### config.mk
export PLATFORM = sky130hd
export DESIGN_NAME = ext_mem_offchip
export DESIGN_NICKNAME = d
export VERILOG_FILES = /design/src/rtl/ext_mem_pkg.sv /design/src/rtl/phase_counter.sv /design/src/rtl/ext_mem_offchip.sv
export VERILOG_INCLUDE_DIRS = /design/src /design/src/rtl
export SDC_FILE = /design/constraint.sdc
export NUM_CORES = 1
export LEC_CHECK = 0
export BUFFER_PORTS_ARGS = -buffer_cell sky130_fd_sc_hd__buf_2
export CELL_PAD_IN_SITES_DETAIL_PLACEMENT = 1
export CELL_PAD_IN_SITES_GLOBAL_PLACEMENT = 1
export CORE_MARGIN = 2
export CORE_UTILIZATION = 41
export DETAILED_ROUTE_END_ITERATION = 12
export HOLD_SLACK_MARGIN = 0.03
export MAX_ROUTING_LAYER = met4
export PLACE_DENSITY_LB_ADDON = 0.12
export SLEW_MARGIN = 20
export SYNTH_ARGS = -nofsm -noshare
export SYNTH_HDL_FRONTEND = slang
export SYNTH_SLANG_ARGS = --single-unit
### constraint.sdc
create_clock -name clock -period 2.4 [get_ports clock]
set_input_delay 0.36 -clock clock [delete_from_list [all_inputs] [get_ports clock]]
set_output_delay 0.36 -clock clock [all_outputs]
set_load 0.005 [all_outputs]
### src/rtl/ext_mem_regs.svh
// Purpose: offsets, field positions, reset values and fixed counts of the
//          off-chip memory timing block
// Assumes: byte-wide register port, 8-bit address
// Notes:   definitions only
`ifndef EXT_MEM_REGS_SVH
`define EXT_MEM_REGS_SVH

// register offsets
`define EM_CFG_OFS 8'h00
`define EM_TIM_OFS 8'h01
`define EM_PAGE_OFS 8'h02
`define EM_STAT_OFS 8'h03

// ext_mem_config_reg fields
`define EM_CFG_MUXSEL_BIT 4
`define EM_CFG_MODE_HI 3
`define EM_CFG_MODE_LO 2
`define EM_CFG_ALEW_HI 1
`define EM_CFG_ALEW_LO 0
`define EM_MODE_EXT_ONLY 2'h3
`define EM_CFG_RST 8'h03

// ext_mem_timing_reg fields
`define EM_TIM_SETUP_HI 7
`define EM_TIM_SETUP_LO 6
`define EM_TIM_STRB_HI 5
`define EM_TIM_STRB_LO 2
`define EM_TIM_HOLD_HI 1
`define EM_TIM_HOLD_LO 0
`define EM_TIM_RST 8'hFF

// ext_mem_page_select_reg reset
`define EM_PAGE_RST 8'h00

// status bits
`define EM_STAT_BUSY_BIT 0
`define EM_STAT_EXT_BIT 1
`define EM_STAT_MUX_BIT 2

// fixed overhead of every off-chip move, in system_clock cycles
`define EM_FIXED_CYC 4

`endif

### src/rtl/ext_mem_pkg.sv
// Purpose: types of the off-chip memory timing block
// Assumes: constants come from ext_mem_regs.svh
// Notes:   states are Gray coded along the multiplexed path from ST_IDLE to ST_FIN3
package ext_mem_pkg;

	typedef enum logic [3:0] {
		ST_IDLE = 4'h0,
		ST_LAUNCH = 4'h1,
		ST_ALE_HI = 4'h3,
		ST_ALE_LO = 4'h2,
		ST_SETUP = 4'h6,
		ST_STROBE = 4'h7,
		ST_HOLD = 4'h5,
		ST_FIN1 = 4'h4,
		ST_FIN2 = 4'hC,
		ST_FIN3 = 4'hD
	} move_state_t;

endpackage : ext_mem_pkg

### src/rtl/phase_counter.sv
// Purpose: down counter that times one phase of an off-chip move
// Assumes: load holds the phase length minus one
// Notes:   last is high in the final cycle of the phase
`timescale 1ns/10ps
module phase_counter (
	input wire logic clock, // system clock
	input wire logic rst_b, // async reset, active low
	input wire logic ce, // clock enable
	input wire logic load, // start a new phase
	input wire logic [3:0] load_val, // phase length minus one
	output logic last // final cycle of the phase
);
	logic [3:0] cnt_r;
	logic [3:0] cnt_nxt;

	// reload wins, otherwise count down and stop at zero
	assign cnt_nxt = load ? load_val : ((cnt_r == 4'h0) ? 4'h0 : cnt_r - 4'h1);
	assign last = (cnt_r == 4'h0);

	// counter state
	always_ff @(posedge clock or negedge rst_b) begin
		if (!rst_b) begin
			cnt_r <= 4'h0;
		end else if (ce) begin
			cnt_r <= cnt_nxt;
		end
	end

endmodule : phase_counter

### src/rtl/ext_mem_offchip.sv
// Purpose: external-only address mode and programmable off-chip timing
// Assumes: cpu move requests are one-cycle pulses, ignored while busy
// Notes:   all pins and answers come straight from flip-flops
//
// The register offsets and strobed register access were chosen for this implementation.
`timescale 1ns/10ps
`include "ext_mem_regs.svh"

// Overview of operation
// - with mode field 11 every external_data_move goes off-chip and on-chip xram stays hidden.
// - in external-only mode an 8-bit move ignores ext_mem_page_select_reg.
// - in external-only mode an 8-bit move leaves address lines 15 to 8 undriven.
// - an 8-bit move takes address 7 to 0 from indirect_addr_reg_zero or indirect_addr_reg_one.
// - a 16-bit move takes its whole address from data_pointer_reg.
// - a 16-bit off-chip move drives address 15 to 8, and 7 to 0 on the separate bus when not multiplexed.
// - setup, hold, strobe and latch widths are set in system_clock periods by the two registers.
// - a move lasts the programmed parameters plus four fixed system_clock cycles.
// - the shortest non-multiplexed move lasts five cycles with a one-cycle strobe.
// - multiplexed moves add at least two latch cycles, seven cycles at least.
// - reset loads the longest setup and hold values.
// - bus_mux_select at config bit 4 picks multiplexed or separate address and data.
// - in multiplexed mode the latch strobe is high for the first half of the cycles low address sits on the shared bus.
module ext_mem_offchip (
	input wire logic clock, // system clock, 250 MHz
	input wire logic rst_b, // async reset, active low
	input wire logic ce, // clock enable, freezes all state
	input wire logic [7:0] reg_addr, // register address
	input wire logic [7:0] reg_wdata, // register write data
	input wire logic reg_wr, // register write strobe
	input wire logic reg_rd, // register read strobe
	output logic [7:0] reg_rdata, // read data, cycle after reg_rd
	input wire logic mv_req, // external_data_move request pulse
	input wire logic mv_write, // 1 write, 0 read
	input wire logic mv_wide, // 1 16-bit address, 0 8-bit
	input wire logic mv_sel_one, // 8-bit move uses register one
	input wire logic [7:0] mv_wdata, // byte to write
	input wire logic [15:0] data_pointer_reg, // 16-bit address source
	input wire logic [7:0] indirect_addr_reg_zero, // 8-bit address source 0
	input wire logic [7:0] indirect_addr_reg_one, // 8-bit address source 1
	output logic mv_busy, // off-chip move in progress
	output logic mv_done, // pulse, last cycle of a move
	output logic [7:0] mv_rdata, // byte read, valid with mv_done
	output logic onchip_req, // pulse, move handed to on-chip xram
	output logic [7:0] page_sel, // ext_mem_page_select_reg for other modes
	output logic [7:0] addr_hi_out, // address 15:8
	output logic addr_hi_oe, // address 15:8 driven
	output logic [7:0] addr_lo_out, // address 7:0, separate bus
	output logic addr_lo_oe, // address 7:0 driven
	output logic [7:0] ad_out, // data bus, or shared bus when multiplexed
	output logic ad_oe, // data bus driven
	input wire logic [7:0] ad_in, // data bus input
	output logic ale, // address latch strobe, active high
	output logic rd_b, // read strobe, active low
	output logic wr_b // write strobe, active low
);

	// registers
	logic [7:0] ext_mem_config_reg_r;
	logic [7:0] ext_mem_timing_reg_r;
	logic [7:0] ext_mem_page_select_reg_r;
	logic [7:0] reg_rdata_r;

	// move state
	ext_mem_pkg::move_state_t st_r;
	ext_mem_pkg::move_state_t st_nxt;
	logic mv_write_r;
	logic [15:0] mv_addr_r;
	logic mv_hi_drv_r;
	logic [7:0] mv_wdata_r;
	logic mux_r;

	// output flops
	logic mv_busy_r;
	logic mv_done_r;
	logic [7:0] mv_rdata_r;
	logic onchip_req_r;
	logic [7:0] addr_hi_r;
	logic addr_hi_oe_r;
	logic [7:0] addr_lo_r;
	logic addr_lo_oe_r;
	logic [7:0] ad_out_r;
	logic ad_oe_r;
	logic ale_r;
	logic rd_b_r;
	logic wr_b_r;

	// field decode
	wire [1:0] mode = ext_mem_config_reg_r[`EM_CFG_MODE_HI:`EM_CFG_MODE_LO];
	wire ext_only = (mode == `EM_MODE_EXT_ONLY);
	wire mux_sel = ext_mem_config_reg_r[`EM_CFG_MUXSEL_BIT];
	wire [1:0] ale_w = ext_mem_config_reg_r[`EM_CFG_ALEW_HI:`EM_CFG_ALEW_LO];
	wire [1:0] setup_w = ext_mem_timing_reg_r[`EM_TIM_SETUP_HI:`EM_TIM_SETUP_LO];
	wire [3:0] strb_w = ext_mem_timing_reg_r[`EM_TIM_STRB_HI:`EM_TIM_STRB_LO];
	wire [1:0] hold_w = ext_mem_timing_reg_r[`EM_TIM_HOLD_HI:`EM_TIM_HOLD_LO];

	// register port decode
	wire sel_cfg = (reg_addr == `EM_CFG_OFS);
	wire sel_tim = (reg_addr == `EM_TIM_OFS);
	wire sel_page = (reg_addr == `EM_PAGE_OFS);
	wire sel_stat = (reg_addr == `EM_STAT_OFS);
	wire idle = (st_r == ext_mem_pkg::ST_IDLE);
	wire take = mv_req && idle;
	wire go_off = take && ext_only;
	wire go_on = take && !ext_only;

	// status word shows the block's own state
	wire [7:0] stat_word = {5'h00, mux_r, ext_only, !idle};

	// read mux; unmapped offsets read zero
	wire [7:0] rd_mux = sel_cfg ? ext_mem_config_reg_r :
		sel_tim ? ext_mem_timing_reg_r :
		sel_page ? ext_mem_page_select_reg_r :
		sel_stat ? stat_word : 8'h00;

	// effective address: page select plays no part here
	wire [7:0] lo_src = mv_sel_one ? indirect_addr_reg_one : indirect_addr_reg_zero;
	wire [15:0] eff_addr = mv_wide ? data_pointer_reg : {8'h00, lo_src};

	// phase lengths, minus one, in system_clock periods
	function automatic logic [3:0] len_m1(input logic [3:0] n);
		len_m1 = (n == 4'h0) ? 4'h0 : n - 4'h1;
	endfunction : len_m1

	// first state after the address latch phase, zero setup is skipped
	function automatic ext_mem_pkg::move_state_t after_addr(input logic [1:0] su);
		after_addr = (su == 2'h0) ? ext_mem_pkg::ST_SETUP : ext_mem_pkg::ST_SETUP;
		if (su == 2'h0) begin
			after_addr = ext_mem_pkg::ST_STROBE;
		end
	endfunction : after_addr

	// phase counter
	logic ph_load;
	logic [3:0] ph_val;
	logic ph_last;

	phase_counter u_phase (
		.clock(clock),
		.rst_b(rst_b),
		.ce(ce),
		.load(ph_load),
		.load_val(ph_val),
		.last(ph_last)
	);

	// next state: launch and three finishing cycles make the fixed four
	always_comb begin
		st_nxt = st_r;
		case (st_r)
			ext_mem_pkg::ST_IDLE: begin
				if (go_off) begin
					st_nxt = ext_mem_pkg::ST_LAUNCH;
				end
			end
			ext_mem_pkg::ST_LAUNCH: begin
				if (mux_r) begin
					st_nxt = ext_mem_pkg::ST_ALE_HI;
				end else begin
					st_nxt = after_addr(setup_w);
				end
			end
			ext_mem_pkg::ST_ALE_HI: begin
				if (ph_last) begin
					st_nxt = ext_mem_pkg::ST_ALE_LO;
				end
			end
			ext_mem_pkg::ST_ALE_LO: begin
				if (ph_last) begin
					st_nxt = after_addr(setup_w);
				end
			end
			ext_mem_pkg::ST_SETUP: begin
				if (ph_last) begin
					st_nxt = ext_mem_pkg::ST_STROBE;
				end
			end
			ext_mem_pkg::ST_STROBE: begin
				if (ph_last) begin
					st_nxt = (hold_w == 2'h0) ? ext_mem_pkg::ST_FIN1 : ext_mem_pkg::ST_HOLD;
				end
			end
			ext_mem_pkg::ST_HOLD: begin
				if (ph_last) begin
					st_nxt = ext_mem_pkg::ST_FIN1;
				end
			end
			ext_mem_pkg::ST_FIN1: begin
				st_nxt = ext_mem_pkg::ST_FIN2;
			end
			ext_mem_pkg::ST_FIN2: begin
				st_nxt = ext_mem_pkg::ST_FIN3;
			end
			ext_mem_pkg::ST_FIN3: begin
				st_nxt = ext_mem_pkg::ST_IDLE;
			end
			default: begin
				st_nxt = ext_mem_pkg::ST_IDLE;
			end
		endcase
	end

	// load the counter whenever a timed phase begins
	wire enter = (st_nxt != st_r);
	assign ph_load = enter;
	always_comb begin
		case (st_nxt)
			ext_mem_pkg::ST_ALE_HI: ph_val = len_m1({2'h0, ale_w} + 4'h1);
			ext_mem_pkg::ST_ALE_LO: ph_val = len_m1({2'h0, ale_w} + 4'h1);
			ext_mem_pkg::ST_SETUP: ph_val = len_m1({2'h0, setup_w});
			ext_mem_pkg::ST_STROBE: ph_val = strb_w;
			ext_mem_pkg::ST_HOLD: ph_val = len_m1({2'h0, hold_w});
			default: ph_val = 4'h0;
		endcase
	end

	// pin levels for the coming cycle
	wire nx_ale_hi = (st_nxt == ext_mem_pkg::ST_ALE_HI);
	wire nx_ale_lo = (st_nxt == ext_mem_pkg::ST_ALE_LO);
	wire nx_setup = (st_nxt == ext_mem_pkg::ST_SETUP);
	wire nx_strobe = (st_nxt == ext_mem_pkg::ST_STROBE);
	wire nx_hold = (st_nxt == ext_mem_pkg::ST_HOLD);
	wire nx_launch = (st_nxt == ext_mem_pkg::ST_LAUNCH);
	wire nx_addr_ph = nx_ale_hi | nx_ale_lo;
	wire nx_data_ph = nx_setup | nx_strobe | nx_hold;
	wire nx_addr_drv = nx_launch | nx_addr_ph | nx_data_ph;
	wire nx_busy = (st_nxt != ext_mem_pkg::ST_IDLE);
	wire nx_done = (st_nxt == ext_mem_pkg::ST_FIN3);
	wire rd_sample = (st_r == ext_mem_pkg::ST_STROBE) && ph_last && !mv_write_r;

	// shared or separate data bus contents
	wire [7:0] nx_ad = (mux_r && nx_addr_ph) ? mv_addr_r[7:0] : mv_wdata_r;
	wire nx_ad_oe = (mux_r && nx_addr_ph) || (nx_data_ph && mv_write_r);

	// register writes; reset gives the longest timings
	always_ff @(posedge clock or negedge rst_b) begin
		if (!rst_b) begin
			ext_mem_config_reg_r <= `EM_CFG_RST;
			ext_mem_timing_reg_r <= `EM_TIM_RST;
			ext_mem_page_select_reg_r <= `EM_PAGE_RST;
		end else if (ce && reg_wr) begin
			if (sel_cfg) begin
				ext_mem_config_reg_r <= reg_wdata;
			end
			if (sel_tim) begin
				ext_mem_timing_reg_r <= reg_wdata;
			end
			if (sel_page) begin
				ext_mem_page_select_reg_r <= reg_wdata;
			end
		end
	end

	// read data stands only in the cycle after the strobe
	always_ff @(posedge clock or negedge rst_b) begin
		if (!rst_b) begin
			reg_rdata_r <= 8'h00;
		end else if (ce) begin
			reg_rdata_r <= reg_rd ? rd_mux : 8'h00;
		end
	end

	// capture a move; the mux choice is frozen per move, but timing and latch widths are still read live mid-move
	always_ff @(posedge clock or negedge rst_b) begin
		if (!rst_b) begin
			st_r <= ext_mem_pkg::ST_IDLE;
			mv_write_r <= 1'b0;
			mv_addr_r <= 16'h0000;
			mv_hi_drv_r <= 1'b0;
			mv_wdata_r <= 8'h00;
			mux_r <= 1'b0;
		end else if (ce) begin
			st_r <= st_nxt;
			if (go_off) begin
				mv_write_r <= mv_write;
				mv_addr_r <= eff_addr;
				mv_hi_drv_r <= mv_wide;
				mv_wdata_r <= mv_wdata;
				mux_r <= mux_sel;
			end
		end
	end

	// cpu side answers
	always_ff @(posedge clock or negedge rst_b) begin
		if (!rst_b) begin
			mv_busy_r <= 1'b0;
			mv_done_r <= 1'b0;
			mv_rdata_r <= 8'h00;
			onchip_req_r <= 1'b0;
		end else if (ce) begin
			mv_busy_r <= nx_busy;
			mv_done_r <= nx_done;
			onchip_req_r <= go_on;
			if (rd_sample) begin
				mv_rdata_r <= ad_in;
			end
		end
	end

	// address pins; upper byte only for 16-bit moves
	always_ff @(posedge clock or negedge rst_b) begin
		if (!rst_b) begin
			addr_hi_r <= 8'h00;
			addr_hi_oe_r <= 1'b0;
			addr_lo_r <= 8'h00;
			addr_lo_oe_r <= 1'b0;
		end else if (ce) begin
			addr_hi_r <= mv_addr_r[15:8];
			addr_hi_oe_r <= nx_addr_drv && !nx_launch && mv_hi_drv_r;
			addr_lo_r <= mv_addr_r[7:0];
			addr_lo_oe_r <= nx_addr_drv && !nx_launch && !mux_r;
		end
	end

	// data bus, latch strobe and the two strobes
	always_ff @(posedge clock or negedge rst_b) begin
		if (!rst_b) begin
			ad_out_r <= 8'h00;
			ad_oe_r <= 1'b0;
			ale_r <= 1'b0;
			rd_b_r <= 1'b1;
			wr_b_r <= 1'b1;
		end else if (ce) begin
			ad_out_r <= nx_ad;
			ad_oe_r <= nx_ad_oe;
			ale_r <= nx_ale_hi;
			rd_b_r <= !(nx_strobe && !mv_write_r);
			wr_b_r <= !(nx_strobe && mv_write_r);
		end
	end

	// ports from flops
	assign reg_rdata = reg_rdata_r;
	assign mv_busy = mv_busy_r;
	assign mv_done = mv_done_r;
	assign mv_rdata = mv_rdata_r;
	assign onchip_req = onchip_req_r;
	assign page_sel = ext_mem_page_select_reg_r;
	assign addr_hi_out = addr_hi_r;
	assign addr_hi_oe = addr_hi_oe_r;
	assign addr_lo_out = addr_lo_r;
	assign addr_lo_oe = addr_lo_oe_r;
	assign ad_out = ad_out_r;
	assign ad_oe = ad_oe_r;
	assign ale = ale_r;
	assign rd_b = rd_b_r;
	assign wr_b = wr_b_r;

endmodule : ext_mem_offchip

==> reports/qor.log <==
[pwr] clock share of power 0.298
[routing] initial DRC count 203
[setup_path] critical-path cell with the highest stage delay sky130_fd_sc_hd__dfrtp_1
[synthesis] fraction of registers with async set/reset 1.00
[synthesis] number of distinct standard cells referenced by the synthesized netlist 53
[sta] portion of the clock cycle consumed by the worst path in the final layout 0.938
[global_routing] vias in the first global route 4104
[pwr] total leakage power 3.16 nW
[setup_path] Worst Reg2Reg Path Length in Cells 6
[clocking] TritonCTS Sinks 108
[cells_and_area] number of nets in the layout 662
[floorplanning] Die Footprint 13200 µm²
[sta] shortest period the worst path allows 2250 ps
[setup_path] worst path bufs/invs 1
[sta] number of hold violations in the final report 0
[setup_path] data required time of the critical path 2690 ps
[placement] final HPWL from detailed placement 9650 µm
[synthesis] share of synthesized area occupied by flip-flops and latches 0.537
[global_routing] pin count of the biggest net entering global routing 54
[setup_path] CP Depth 6
[synthesis] count of flip-flops with a built-in enable after synthesis 0
[sta] post-route setup TNS 0 ps
[sta] Achievable Freq 0.444 GHz
[routing] antenna-violating nets left 0
[synthesis] Post-Synthesis Net Count 530
[cells_and_area] most used cells in the layout excluding fill and tap cells 128 x sky130_fd_sc_hd__buf_2, 96 x sky130_fd_sc_hd__dfrtp_1, 61 x sky130_fd_sc_hd__mux2_2
[cells_and_area] count of antenna diodes in the layout 0
[sta] Worst Clk Skew 8.19 ps
[sta] setup repair after global routing missed its margin false
[sta] Worst Slack Setup Final 149 ps
[floorplanning] height of the chip 115 µm
[cells_and_area] Layout area overhead 23.1%
[routing] ratio of routed vias to standard cells 5.30
[sta] slew margin rel. 0.647
[pwr] sequential fraction of design power 0.448
[job] Max-Cap Viols 0
[clocking] maximum root-to-sink buffer count 2
[floorplanning] horizontal die dimension 115 µm
[setup_path] CP top delay family compound AO/OA/AOI/OAI gates
[placement] number of instances in the placed design 719
[clocking] CTS-repair resized insts 0
[pwr] cell-internal power 3.30 mW
[setup_path] Max FO, Critical Path 10
[global_routing] wire length of the first global-routing pass 21200 µm
[setup_path] Worst Setup End Kind register
[setup_path] CP Cell Sequence inv_1 -> a221o_1 -> o221a_4 -> a211oi_4 -> a22o_1 -> a41o_1
[routing] total number of vias 3919
[placement] setup slack at placement 15.1 ps
[pwr] Pwr Total 4.78 mW
[routing] count of unresolved DRC violations after routing 0
[routing] total length of routed wires 13400 µm
[clocking] CTS tree yes
[placement] IO buf count 129
[global_routing] initial antenna violation count 0
[floorplanning] total I/O pin count 130
[cells_and_area] fraction of final layout cells with drive strength greater than 1 0.414
[run_status] run status finished, final reports clean
[floorplanning] Initial Util 0.421
[setup_path] startpoint types register
[floorplanning] number of standard-cell rows in the floorplan 40
[sta] Worst Tran Pin Value 525 ps
[synthesis] post-synthesis sequential element count 108
[cells_and_area] Final Instance Count excl. Fillers 739
[pwr] switching pwr 1.48 mW
[setup_path] maximum cell stage delay along the critical path 600 ps
[cells_and_area] leading cell type in the layout, fill and taps excluded sky130_fd_sc_hd__buf_2
[hold_path] type of the worst min-delay path in2reg
[global_routing] Overall Global Routing Usage 0.216
[pwr] maximum resistive drop on vdd 0.443 mV
[clocking] H-tree depth 3
[synthesis] Avg Inst Size Synth 11.1 µm²
[sta] Final setup violation count 0
[synthesis] Yosys warning total 0
[floorplanning] placeable core region 12000 µm²
[setup_path] arrival time worst endpoint 2540 ps
[synthesis] gate count of the mapped netlist 455
[synthesis] top flip-flop cell by instance count after synthesis sky130_fd_sc_hd__dfrtp_1
[clocking] latest clock arrival within the worst-skew pair 350 ps
[global_routing] total congestion overflow after global routing 0
[clocking] TritonCTS buffer count 9
[clocking] post-CTS clock slew at the launch and capture registers of the worst setup and hold paths 70 ps
[sta] count of pins over their slew limit 0
[routing] detailed-routing iteration count for the pre-antenna-repair pass 5
[pwr] Switching Share 0.310
[pwr] portion of total power attributed to combinational logic 0.254
[clocking] root buffer cell sky130_fd_sc_hd__clkbuf_16
[hold_path] Hold Crit Depth 2
[setup_path] critical path class reg2reg
[synthesis] area of the mapped netlist 5060 µm²
[routing] Routed WL per cell 18.1 µm
[placement] final estimated routing congestion in global placement 0.891
[pwr] power density cells 767 nW/µm²
-- through the flow --
| stage | instance area (µm²) | util | hold WS (ps) |
|---|---|---|---|
| after floorplan | 5060 | - | 64.4 |
| after global placement | 5910 | 0.492 | 315 |
| after detailed placement | 5910 | 0.492 | 320 |
| after CTS | 6200 | 0.516 | 226 |
| after global routing | 6220 | 0.518 | 232 |
| final | 6220 | 0.518 | 237 |
-- synthesized netlist by cell type, types with 3 or more instances --
| cell type | count | area share |
|---|---|---|
| sky130_fd_sc_hd__buf_1 | 5 | 0.0037 |
| sky130_fd_sc_hd__a31oi_1 | 6 | 0.0074 |
| sky130_fd_sc_hd__nand2_1 | 43 | 0.032 |
| sky130_fd_sc_hd__dfstp_2 | 12 | 0.062 |
| sky130_fd_sc_hd__nor2b_1 | 5 | 0.0062 |
| sky130_fd_sc_hd__inv_1 | 16 | 0.012 |
| sky130_fd_sc_hd__and2_1 | 4 | 0.0049 |
| sky130_fd_sc_hd__nor3_1 | 4 | 0.0040 |
| sky130_fd_sc_hd__o21ai_0 | 38 | 0.038 |
| sky130_fd_sc_hd__nor2_1 | 30 | 0.022 |
| sky130_fd_sc_hd__mux2_2 | 61 | 0.14 |
| sky130_fd_sc_hd__dfrtp_1 | 96 | 0.48 |
| sky130_fd_sc_hd__clkbuf_1 | 20 | 0.015 |
| sky130_fd_sc_hd__nand3_1 | 14 | 0.014 |
| sky130_fd_sc_hd__a21oi_1 | 25 | 0.025 |
| sky130_fd_sc_hd__mux2i_1 | 24 | 0.048 |
| sky130_fd_sc_hd__buf_2 | 3 | 0.0030 |
| sky130_fd_sc_hd__o211ai_1 | 3 | 0.0045 |
-- what timing repair did --
action                                 CTS  global route
endpoints found under the hold margin   20             0
hold buffers                             1             0
setup buffers                            0             3
setup endpoints to repair                1             5
pin swaps                                1             1
-- state kept, by name, summed over array words and instances, names as in the netlist --
name / cells
ad_oe: 1
ad_out: 8
addr_hi_oe: 1
addr_hi_out: 8
addr_lo_oe: 1
addr_lo_out: 8
ale: 1
ext_mem_config_reg_r: 8
ext_mem_timing_reg_r: 8
mux_r: 1
mv_addr_r: 16
mv_busy: 1
mv_done: 1
mv_hi_drv_r: 1
mv_rdata: 8
mv_wdata_r: 8
mv_write_r: 1
onchip_req: 1
page_sel: 8
rd_b: 1
reg_rdata: 8
st_r: 4
u_phase.cnt_r: 4
wr_b: 1
-- kinds of logic (layout without fill, tap and decap cells) --
group | after synthesis | count (layout) | share of synthesized area
simple gates | 120 | 120 | 0.116
flops | 108 | 108 | 0.537
compound gates | 94 | 94 | 0.116
mux | 87 | 87 | 0.192
buf+inv | 44 | 181 | 0.0334
fa+ha+maj | 2 | 2 | 0.00495
-- area by class of cell --
type                    instances  area, µm²
well taps                     147        184
fillers                      1342       5790
multi-input cells             303       2170
clock inverters                 3       18.8
repair buffers                149        813
clock buffers                  13        260
inverters                      16       60.1
flip-flops and latches        108       2720
-- worst paths after layout --
| path | startpoint | end | slack [ps] |
|---|---|---|---|
| min in group asynchronous | rst_b | mv_done | 470 |
| hold / removal | mv_wdata[5] | mv_wdata_r[5] | 240 |
| hold reg to reg | mv_addr_r[9] | mv_addr_r[9] | 480 |
| setup reg to reg | st_r[2] | u_phase.cnt_r[2] | 150 |
| setup / recovery | st_r[2] | u_phase.cnt_r[2] | 150 |
| max in group asynchronous | rst_b | ext_mem_timing_reg_r[3] | 1170 |
-- per-layer routing --
layer,global-route usage,wire [µm],vias to the layer above
met5,-,0,-
met4,0.0755,243,0
met3,0.0385,464,18
met2,0.355,6870,72
met1,0.268,5820,1960
li1,-,-,1869
-- power groups by stage --
stage,sequential (mW),combinational [mW],clock [mW]
finish,2.14,1.21,1.42
global route,2.16,1.33,1.52
CTS,2.14,1.17,1.47
detailed placement,2.17,1.17,0
global placement,2.17,1.15,0
floorplan,2.10,0.739,0
No activity file was read; power rests on OpenSTA's default activity.
